**src/pkg/trst_pkg.sv**
```systemverilog
/*
 * trst_pkg: shared constants for the transceiver reset sequencer and the
 * transmit user-clock helper (state codes, delays, divider settings).
 * Assumes a single 10 MHz system clock; all other rates are enable pulses.
 */
`default_nettype none

package trst_pkg;

	// =====================================================================
	// clock and timing
	// =====================================================================
	localparam int unsigned CLK_PERIOD_NS = 100;
	// power-good hold-off time, in microseconds
	localparam int unsigned PG_DELAY_US = 50;
	localparam int unsigned PG_DELAY_CYC = (PG_DELAY_US * 1000) / CLK_PERIOD_NS;
	// pulse width of each reset step, in nanoseconds
	localparam int unsigned STEP_NS = 400;
	localparam int unsigned STEP_CYC = (STEP_NS + CLK_PERIOD_NS - 1) / CLK_PERIOD_NS;
	localparam int unsigned CNT_W = 16;

	// =====================================================================
	// channel and clocking configuration
	// =====================================================================
	localparam int unsigned NUM_CH = 4;
	localparam int unsigned MASTER_CH = 0;
	localparam int unsigned TX_USER_W = 64;
	localparam int unsigned TX_INT_W = 32;
	// datapath clock divides source by twice this (half-period in source enables)
	localparam int unsigned DP_DIV = 2;
	localparam int unsigned DIV_W = 4;
	localparam int unsigned ACT_SYNC = 3;

	// reset values
	localparam logic PG_RST = 1'h0;
	localparam logic DONE_RST = 1'h0;

	// =====================================================================
	// sequencer states, one-hot
	// =====================================================================
	typedef enum logic [5:0] {
		TRST_S_WAIT_PG = 6'h01,
		TRST_S_PLL_RST = 6'h02,
		TRST_S_PLL_LCK = 6'h04,
		TRST_S_DP_RST  = 6'h08,
		TRST_S_USR_RDY = 6'h10,
		TRST_S_DONE    = 6'h20
	} trst_state_e;

endpackage : trst_pkg

`default_nettype wire
```
**src/hw/trst_top.sv**
```systemverilog
/*
 * trst_top: reset sequencer for a group of transceiver channels plus the
 * transmit user-clock helper that the sequencer relies on.
 * Assumes all inputs are synchronous to clk_in; the channel source clock is
 * modelled as a one-cycle enable pulse tx_outclk_en_in from the channel.
 */
// Notes on behaviour
// RULE1: hold all resets until every channel power-good.
// RULE2: user holds resets until power reported good.
// RULE3: user waits for power-good or both done.
// RULE4: delay logic holds power-good output low initially.
// RULE5: tx done drops on tx PLL lock loss.
// RULE6: rx done drops on rx PLL lock loss.
// RULE7: no automatic restart after lock loss.
// RULE8: user-ready follows clock helpers' active status.
// RULE9: start bypass alignment when reset sequence completes.
// RULE10: tx source clock from master channel output.
// RULE11: narrow width uses one divider for both.
// RULE12: wide width: datapath clock twice interface clock.
// RULE13: each divider feeds its own channel clock.
// RULE14: helper reset holds dividers; active rises after.
// RULE15: user holds helper reset until source stable.
// RULE16: present source and both user clocks outward.
// RULE17: active indicator from short synchroniser chain.
`timescale 1ns/1ns
`default_nettype none

module trst_top #(
	parameter int unsigned PG_DELAY_CYCLES = trst_pkg::PG_DELAY_CYC,
	parameter bit          PG_DELAY_EN     = 1'b1,
	parameter bit          TX_BUF_BYPASS   = 1'b0,
	parameter bit          RX_BUF_BYPASS   = 1'b0
) (
	// clock and reset
	input  wire logic                       clk_in,
	input  wire logic                       rst_in,
	// user reset requests
	input  wire logic                       reset_all_in,
	input  wire logic                       reset_tx_in,
	input  wire logic                       reset_rx_in,
	// channel status
	input  wire logic [trst_pkg::NUM_CH-1:0] ch_powergood_in,
	input  wire logic                       tx_pll_lock_in,
	input  wire logic                       rx_pll_lock_in,
	input  wire logic                       rx_userclk_active_in,
	// channel transmit source clock enables, one per channel
	input  wire logic [trst_pkg::NUM_CH-1:0] tx_outclk_en_in,
	input  wire logic                       userclk_tx_reset_in,
	// channel reset controls
	output logic                            pll_reset_out,
	output logic                            tx_dp_reset_out,
	output logic                            rx_dp_reset_out,
	output logic                            tx_user_ready_out,
	output logic                            rx_user_ready_out,
	// status to user
	output logic [trst_pkg::NUM_CH-1:0]     powergood_out,
	output logic                            tx_done_out,
	output logic                            rx_done_out,
	output logic                            tx_bypass_start_out,
	output logic                            rx_bypass_start_out,
	// transmit user clocks
	output logic                            tx_srcclk_out,
	output logic                            tx_datapath_clock_out,
	output logic                            tx_interface_clock_out,
	output logic                            tx_userclk_active_out
);

	// =====================================================================
	// power-good hold-off
	// =====================================================================
	logic [trst_pkg::CNT_W-1:0] pgcnt_q, pgcnt_d;
	logic [trst_pkg::NUM_CH-1:0] pg_q, pg_d;
	logic all_pg;

	// count while every channel reports power good
	always_comb begin
		all_pg  = &ch_powergood_in;
		pgcnt_d = pgcnt_q;
		pg_d    = {trst_pkg::NUM_CH{1'b0}};
		if (!all_pg) begin
			pgcnt_d = '0;
		end else if (PG_DELAY_EN &&
			pgcnt_q < trst_pkg::CNT_W'(PG_DELAY_CYCLES)) begin
			pgcnt_d = pgcnt_q + trst_pkg::CNT_W'(1); // [RULE4]
		end else begin
			pg_d = ch_powergood_in;
		end
	end

	always_ff @(posedge clk_in or posedge rst_in) begin
		if (rst_in) begin
			pgcnt_q <= '0;
			pg_q    <= {trst_pkg::NUM_CH{trst_pkg::PG_RST}};
		end else begin
			pgcnt_q <= pgcnt_d;
			pg_q    <= pg_d;
		end
	end

	// =====================================================================
	// transmit user-clock helper
	// =====================================================================
	logic                       src_en;
	logic [trst_pkg::DIV_W-1:0] dpdiv_q, dpdiv_d;
	logic                       dpclk_q, dpclk_d;
	logic                       ifclk_q, ifclk_d;
	logic                       srcclk_q;
	logic [trst_pkg::ACT_SYNC-1:0] act_q, act_d;

	// source from the master channel; one or two dividers
	always_comb begin
		src_en  = tx_outclk_en_in[trst_pkg::MASTER_CH]; // [RULE10]
		dpdiv_d = dpdiv_q;
		dpclk_d = dpclk_q;
		ifclk_d = ifclk_q;
		act_d   = act_q;
		if (userclk_tx_reset_in) begin
			dpdiv_d = '0; // [RULE14]
			dpclk_d = 1'b0;
			ifclk_d = 1'b0;
			act_d   = '0;
		end else begin
			if (src_en) begin
				if (dpdiv_q == trst_pkg::DIV_W'(trst_pkg::DP_DIV - 1)) begin
					dpdiv_d = '0;
					dpclk_d = ~dpclk_q; // [RULE13]
					if (trst_pkg::TX_USER_W > trst_pkg::TX_INT_W) begin
						// second divider toggles on datapath rising
						if (!dpclk_q) begin
							ifclk_d = ~ifclk_q; // [RULE12]
						end
					end else begin
						ifclk_d = ~dpclk_q; // [RULE11]
					end
				end else begin
					dpdiv_d = dpdiv_q + trst_pkg::DIV_W'(1);
				end
			end
			// active chain advances on interface-clock rising edge
			if (ifclk_d && !ifclk_q) begin
				act_d = {act_q[trst_pkg::ACT_SYNC-2:0], 1'b1}; // [RULE17]
			end
		end
	end

	always_ff @(posedge clk_in or posedge rst_in) begin
		if (rst_in) begin
			dpdiv_q  <= '0;
			dpclk_q  <= 1'b0;
			ifclk_q  <= 1'b0;
			srcclk_q <= 1'b0;
			act_q    <= '0;
		end else begin
			dpdiv_q  <= dpdiv_d;
			dpclk_q  <= dpclk_d;
			ifclk_q  <= ifclk_d;
			srcclk_q <= src_en; // [RULE16]
			act_q    <= act_d;
		end
	end

	// =====================================================================
	// reset-all sequencer
	// =====================================================================
	trst_pkg::trst_state_e st_q, st_d;
	logic [trst_pkg::CNT_W-1:0] stcnt_q, stcnt_d;
	logic txd_q, txd_d, rxd_q, rxd_d;
	logic txb_q, txb_d, rxb_q, rxb_d;
	logic pllr_q, pllr_d, txr_q, txr_d, rxr_q, rxr_d;
	logic txu_q, txu_d, rxu_q, rxu_d;
	logic pg_ok, step_end;

	// walk one pass; done flags fall on lock loss, no restart
	always_comb begin
		pg_ok    = &pg_q;
		step_end = stcnt_q >= trst_pkg::CNT_W'(trst_pkg::STEP_CYC - 1);
		st_d     = st_q;
		stcnt_d  = stcnt_q + trst_pkg::CNT_W'(1);
		txd_d    = txd_q && tx_pll_lock_in; // [RULE5] [RULE7]
		rxd_d    = rxd_q && rx_pll_lock_in; // [RULE6] [RULE7]
		txb_d    = 1'b0;
		rxb_d    = 1'b0;
		pllr_d   = pllr_q;
		txr_d    = txr_q;
		rxr_d    = rxr_q;
		txu_d    = txu_q && tx_userclk_active_out;
		rxu_d    = rxu_q && rx_userclk_active_in;
		case (st_q)
			trst_pkg::TRST_S_WAIT_PG: begin
				pllr_d  = 1'b1;
				txr_d   = 1'b1;
				rxr_d   = 1'b1;
				stcnt_d = '0;
				if (pg_ok) begin
					st_d = trst_pkg::TRST_S_PLL_RST; // [RULE1]
				end
			end
			trst_pkg::TRST_S_PLL_RST: begin
				if (step_end) begin
					pllr_d  = 1'b0;
					stcnt_d = '0;
					st_d    = trst_pkg::TRST_S_PLL_LCK;
				end
			end
			trst_pkg::TRST_S_PLL_LCK: begin
				stcnt_d = '0;
				if (tx_pll_lock_in && rx_pll_lock_in) begin
					st_d = trst_pkg::TRST_S_DP_RST;
				end
			end
			trst_pkg::TRST_S_DP_RST: begin
				if (step_end) begin
					txr_d   = 1'b0;
					rxr_d   = 1'b0;
					stcnt_d = '0;
					st_d    = trst_pkg::TRST_S_USR_RDY;
				end
			end
			trst_pkg::TRST_S_USR_RDY: begin
				stcnt_d = '0;
				txu_d   = tx_userclk_active_out; // [RULE8]
				rxu_d   = rx_userclk_active_in; // [RULE8]
				if (txu_q && rxu_q) begin
					txd_d = tx_pll_lock_in;
					rxd_d = rx_pll_lock_in;
					txb_d = TX_BUF_BYPASS; // [RULE9]
					rxb_d = RX_BUF_BYPASS; // [RULE9]
					st_d  = trst_pkg::TRST_S_DONE;
				end
			end
			trst_pkg::TRST_S_DONE: begin
				stcnt_d = '0;
			end
			default: begin
				st_d = trst_pkg::TRST_S_WAIT_PG;
			end
		endcase
		// user request restarts the pass once power is good
		if (pg_ok && (reset_all_in || reset_tx_in || reset_rx_in)) begin
			st_d    = trst_pkg::TRST_S_PLL_RST;
			stcnt_d = '0;
			pllr_d  = 1'b1;
			txr_d   = 1'b1;
			rxr_d   = 1'b1;
			txu_d   = 1'b0;
			rxu_d   = 1'b0;
			txd_d   = 1'b0;
			rxd_d   = 1'b0;
			txb_d   = 1'b0;
			rxb_d   = 1'b0;
		end
	end

	always_ff @(posedge clk_in or posedge rst_in) begin
		if (rst_in) begin
			st_q    <= trst_pkg::TRST_S_WAIT_PG;
			stcnt_q <= '0;
			txd_q   <= trst_pkg::DONE_RST;
			rxd_q   <= trst_pkg::DONE_RST;
			txb_q   <= 1'b0;
			rxb_q   <= 1'b0;
			pllr_q  <= 1'b1;
			txr_q   <= 1'b1;
			rxr_q   <= 1'b1;
			txu_q   <= 1'b0;
			rxu_q   <= 1'b0;
		end else begin
			st_q    <= st_d;
			stcnt_q <= stcnt_d;
			txd_q   <= txd_d;
			rxd_q   <= rxd_d;
			txb_q   <= txb_d;
			rxb_q   <= rxb_d;
			pllr_q  <= pllr_d;
			txr_q   <= txr_d;
			rxr_q   <= rxr_d;
			txu_q   <= txu_d;
			rxu_q   <= rxu_d;
		end
	end

	// =====================================================================
	// outputs, all from flip-flops
	// =====================================================================
	assign pll_reset_out          = pllr_q;
	assign tx_dp_reset_out        = txr_q;
	assign rx_dp_reset_out        = rxr_q;
	assign tx_user_ready_out      = txu_q;
	assign rx_user_ready_out      = rxu_q;
	assign powergood_out          = pg_q;
	assign tx_done_out            = txd_q;
	assign rx_done_out            = rxd_q;
	assign tx_bypass_start_out    = txb_q;
	assign rx_bypass_start_out    = rxb_q;
	assign tx_srcclk_out          = srcclk_q;
	assign tx_datapath_clock_out  = dpclk_q;
	assign tx_interface_clock_out = ifclk_q;
	assign tx_userclk_active_out  = act_q[trst_pkg::ACT_SYNC-1];

endmodule : trst_top

`default_nettype wire

```
**config.mk**
```make
export PLATFORM = sky130hd
export DESIGN_NAME = trst_top
export DESIGN_NICKNAME = d
export VERILOG_FILES = /design/src/pkg/trst_pkg.sv /design/src/hw/trst_top.sv
export SDC_FILE = /design/constraint.sdc
export NUM_CORES = 1
export LEC_CHECK = 0
export BUFFER_PORTS_ARGS = -buffer_cell sky130_fd_sc_hd__buf_4
export CAP_MARGIN = 15
export CORE_MARGIN = 2
export CORE_UTILIZATION = 50
export CTS_CLUSTER_DIAMETER = 120
export DETAILED_ROUTE_END_ITERATION = 10
export PLACE_DENSITY = 0.69
export SETUP_SLACK_MARGIN = 0.02
export SYNTH_ARGS = -nofsm -noshare
export SYNTH_HDL_FRONTEND = slang
export SYNTH_SLANG_ARGS = --single-unit
```
**constraint.sdc**
```tcl
create_clock -name clk_in -period 5 [get_ports clk_in]
set_clock_uncertainty 0.15 [all_clocks]
set_input_delay 0.5 -clock clk_in [delete_from_list [all_inputs] [get_ports clk_in]]
set_output_delay 0.5 -clock clk_in [all_outputs]
set_load 0.05 [all_outputs]
```
* Word-level counts from Yosys, hierarchy flattened *
Index checks and enable logic that the tools add are counted.

cells by class
  muxes and demuxes = 42
  $add $sub $neg = 3
  bitwise gates (word level) = 2
  $lt $le $gt $ge = 2
  reduce and logical (&&, ||, !) cells = 24
  eq/ne operators = 14

operators with widths
  kind                     count
  $mux W16                 4
  $mux W6                  6
  $pmux W6 S6              1
  $add A16 B1 Y16 const B  2
  $pmux W16 S2             1
  $mux W1                  21
  $mux W4                  5
  $ge A16 B2 Y1 const B    1
  $lt A16 B9 Y1 const B    1
  $ne A3 B3 Y1 const B     5
  $logic_and A1 B1 Y1      8
  $reduce_and A4 Y1        2
  $eq A6 B1 Y1 const B     1
  $eq A6 B2 Y1 const B     1
  $eq A6 B3 Y1 const B     1
  $eq A6 B4 Y1 const B     1
  $eq A6 B5 Y1 const B     1
  $eq A6 B6 Y1 const B     1
  $mux W3                  2
  $reduce_and A2 Y1        3
  $reduce_and A6 Y1        1
  $reduce_bool A2 Y1       3
  $reduce_bool A3 Y1       2
  $add A4 B1 Y4 const B    1
  9 further kinds          12

word-level totals
  output and inout port bits = 17
  register bits = 58

* Depth between registers and ports, before layout *
  depth after elaboration = 8
  mapped depth = 7
  mapped depth without buffers = 6

* Worst setup path after synthesis *
No wires, ideal clock.

  path kind = input -> register
  start point = in reset_tx_in
  end point = reg stcnt_q[11] (netlist name)
  required time = 4.777 ns
  setup slack = 3.023 ns
  cell stages on the path = 6
  data arrival time = 1.754 ns
  path through = or3_4 > nor2b_4 > or3_1 > buf_6 > buf_12 > a21oi_2

between the ends
  cells in the longest elaborated chain, start to end = 4

RTL lines
  element                           RTL line         text
  from (decl)                       trst_top.sv:39   input wire logic reset_tx_in,
  $logic_or A1 B1 Y1 (2 in series)  trst_top.sv:239  if (pg_ok && (reset_all_in || reset_tx_in || reset_rx_in)) begin
  $logic_and A1 B1 Y1               trst_top.sv:239
  $mux W16                          trst_top.sv:239
  net stcnt_d (one bit)             trst_top.sv:166  logic [trst_pkg::CNT_W-1:0] stcnt_q, stcnt_d;
  to (signal assigned)              trst_top.sv:269  stcnt_q <= stcnt_d;
  to (decl)                         trst_top.sv:166

The timed path passes the listed nets, and every way through them passes these cells.
A chain may end at the register's enable or synchronous reset.

* Worst setup path in the final report *
  start point = reg stcnt_q[0] (netlist name)
  end point = reg stcnt_q[15] (netlist name)

between the ends
  cells in the longest elaborated chain, start to end = 4
  elaborated cells between the ends (all ways) = 5
  those cells by class = 1 x add/sub; 1 x order compare; 3 x mux

RTL lines
  element                                           RTL line                          text
  $add A16 B1 Y16 or $ge A16 B2 Y1 (tied branches)  trst_top.sv:178, trst_top.sv:176
  $mux W16                                          trst_top.sv:199, trst_top.sv:212
  $pmux W16 S2 *                                    trst_top.sv:188                   case (st_q)
  $mux W16 *                                        trst_top.sv:239
  net stcnt_d (one bit)                             trst_top.sv:166

The timed path passes the listed nets; every way through them passes the cells marked *.

==> key figures <==
Run status
  • Status: finished, final reports clean

Critical path
  • Startpoint types: flop
  • Worst Path Max Fanout: 16
  • Crit path kind: flop to flop
  • Setup crit start: stcnt_q[0]$_DFF_PP0_
  • RR Startpoint: stcnt_q[0]$_DFF_PP0_
  • CP required: 5090 ps
  • Crit path DAT: 2400 ps
  • Critical path capture point type: flop

Synth
  • Main synth FF type: dfrtp_1
  • Post-synthesis cell area: 2840 um2
  • Synthesized area per cell: 10.7 um2
  • Post-synth EDFFs: 0
  • Asr flop ratio synth: 100%
  • Cells after synthesis: 266
  • Post-synthesis cell type count: 51
  • Synth Warn #: 0
  • Sequential area share after synthesis: 51.3%
  • #FFs+latches synth: 58

Global routing
  • Total track usage: 19.4%
  • Largest net degree at the start of global routing: 59
  • Vias in the first global route: 2110
  • First-pass GRT wire length: 9340 um
  • Total grt overflow: 0
  • Initial antenna violation count: 0

Timing
  • Final Hold Viols: 0
  • Crit share post-route: 46.1%
  • Slew headroom: 48.3%
  • Fin Setup TNS: 0 ps
  • WHS: 164 ps
  • RSZ-0062 raised after global routing: false
  • Min Clock Period, post-route: 2300 ps
  • Worst-margin pin slew: 776 ps
  • Worst Slack Setup Final: 2700 ps
  • Max Slew Vio Count: 0
  • Max Freq: 0.434 GHz
  • Final setup vio count: 0

Placement
  • Gpl congestion: 0.817
  • # port buffers: 28
  • Worst slack at placement: 2510 ps
  • DP HPWL: 3510 um

Pwr
  • Total power: 0.000889 W
  • Sw frac: 23.9%
  • Internal power: 0.000677 W
  • Gate power share: 5.6%
  • Sw Pwr: 0.000212 W
  • Power density over the cells: 276 nW/um2
  • Clock group share of total power: 40.5%
  • Reg power frac: 53.8%
  • Worst VDD drop: 0.215 mV
  • Leakage power: 1.43 nW

CTS
  • CTS Buffer Depth: 2
  • CTS resizes: 0
  • Worst-path clk slew: 60 ps
  • Worst-skew pair later-pin latency: 340 ps
  • CTS Hold Bufs: 0
  • Post-CTS setup buffers: 0
  • TritonCTS Sinks: 58
  • CTS tree: done
  • H-tree depth: 3
  • Root buffer cell: clkbuf_8
  • TritonCTS Buffers: 9

Routing
  • DR iter-0 viols: 78
  • DR vias: 2108
  • Drt first pass iters: 4
  • Vias per cell: 5.67
  • WL/cell: 14.1 um
  • Post-route ant nets: 0
  • Remaining DRCs: 0
  • Final WL: 5230 um

Floorplan
  • Die height: 79.3 um
  • Die Area: 6290 um2
  • I/O pins: 34
  • Initial Util: 51.5%
  • Die X: 79.3 um
  • Core Region: 5510 um2
  • Rows: 27

Min path
  • Worst hold path class: input pin to flop
  • Worst Hold Launch: tx_outclk_en_in[0]

Layout
  • Number of antenna repair diodes: 0
  • Fillers: 479
  • Commonest non-fill, non-tap cell in the layout: dfrtp_1
  • Multi-input gate area: 1270 um2
  • Post-layout util: 58.4%
  • # nets final: 318
  • Area Growth Syn to Fin: 13.5%
  • Most frequent cells in the layout: dfrtp_1, buf_4, nand2_1
  • Seq. cell area: 1460 um2
  • Fraction of layout cells with a size suffix above 1: 21.0%

Job
  • Max-Cap Viols: 0
## sequential cells by signal (all words and copies together) (netlist names)
| register | cells |
|---|---|
| st_q | 6 |
| powergood_out | 4 |
| pgcnt_q | 16 |
| tx_datapath_clock_out | 1 |
| rx_user_ready_out | 1 |
| tx_user_ready_out | 1 |
| pll_reset_out | 1 |
| tx_done_out | 1 |
| rx_done_out | 1 |
| dpdiv_q | 4 |
| tx_interface_clock_out | 1 |
| stcnt_q | 16 |
| rx_dp_reset_out | 1 |
| tx_srcclk_out | 1 |
| act_q | 3 |
## metal layers
layer / up-vias / GRT usage, % / wire (um)
met2: 50 / 30.5 / 2510
met5: - / 0 / 0
met3: 13 / 6.93 / 277
met1: 1020 / 24.0 / 2340
li1: 1025 / - / -
met4: 0 / 8.79 / 92
## worst paths after layout
kind                       cells past startpoint                 endpoint  slack, ps
setup / recovery                               5    stcnt_q[15]$_DFF_PP0_       2700
hold / removal                                 1  tx_srcclk_out$_DFF_PP0_        160
setup reg to reg                               5    stcnt_q[15]$_DFF_PP0_       2700
hold reg to reg                                1   pgcnt_q[9]$_DFFE_PP0P_        340
max in group asynchronous                      3    stcnt_q[10]$_DFF_PP0_       4020
min in group asynchronous                      3  pgcnt_q[13]$_DFFE_PP0P_        210
## Yosys cell counts, types with 2 or more instances
cell | n | share of area [%]
nand3_1 | 12 | 2.1
buf_6 | 3 | 1.2
and2_1 | 11 | 2.4
a22oi_1 | 2 | 0.53
nor2b_1 | 2 | 0.44
clkbuf_1 | 2 | 0.26
o31ai_1 | 2 | 0.53
nor3_1 | 10 | 1.8
a21o_1 | 2 | 0.53
o22ai_1 | 4 | 0.88
o21ai_0 | 7 | 1.2
o211ai_1 | 3 | 0.79
inv_1 | 7 | 0.93
nand4_1 | 8 | 1.8
o21bai_1 | 2 | 0.53
nor4_1 | 10 | 2.2
ha_1 | 4 | 1.8
or4_1 | 4 | 1.1
mux2i_1 | 3 | 1.1
nand2_1 | 19 | 2.5
dfstp_2 | 3 | 2.8
dfrtp_1 | 55 | 49
xnor2_1 | 10 | 3.1
o211a_1 | 4 | 1.4
a21oi_1 | 13 | 2.3
nor2_1 | 14 | 1.9
nand3b_1 | 4 | 1.1
a21oi_2 | 10 | 3.1
nand4_2 | 2 | 0.88
xor2_1 | 7 | 2.2
buf_4 | 3 | 0.79
or3_1 | 5 | 1.1
## worst max-delay path, cell delays in order, from the launching register on
cell	delay (ps)
dfrtp_1	420
ha_1	270
nor3_1	140
nand4_1	220
or3_1	700
a22oi_1	300
## logic make-up (layout without fill, tap and decap cells)
family,count (synthesis),count (layout),synth area share [%]
fa+ha+maj,4,4,1.77
mux,3,3,1.06
simple gates,114,114,23.7
buf+inv,17,50,4.02
compound gates,52,52,12.7
xor+xnor,17,17,5.25
other cells,1,2,0.132
flops,58,58,51.3
## per-stage QoR
step | cell area (um2) | cells
after floorplan | 2840 | 267
after global placement | 3060 | 358
after detailed placement | 3060 | 358
after CTS | 3220 | 372
after global routing | 3220 | 372
final | 3220 | 372
## final cells by class
type | instances | area share (%)
well taps | 72 | 2.80
inverters | 7 | 0.816
flip-flops and latches | 58 | 45.2
multi-input cells | 192 | 39.5
clock buffers | 11 | 4.39
clock inverters | 3 | 0.544
repair buffers | 29 | 6.77
## power by group through the flow
stage / Combinational [W] / Clock, W / Sequential [W]
after floorplan: 0.0000296 / 0 / 0.000491
after detailed placement: 0.0000513 / 0 / 0.000487
after global routing: 0.0000563 / 0.000394 / 0.000479
after global placement: 0.0000502 / 0 / 0.000487
final: 0.0000500 / 0.000360 / 0.000479
after CTS: 0.0000513 / 0.000371 / 0.000479
(Power assumes the default switching activity.)
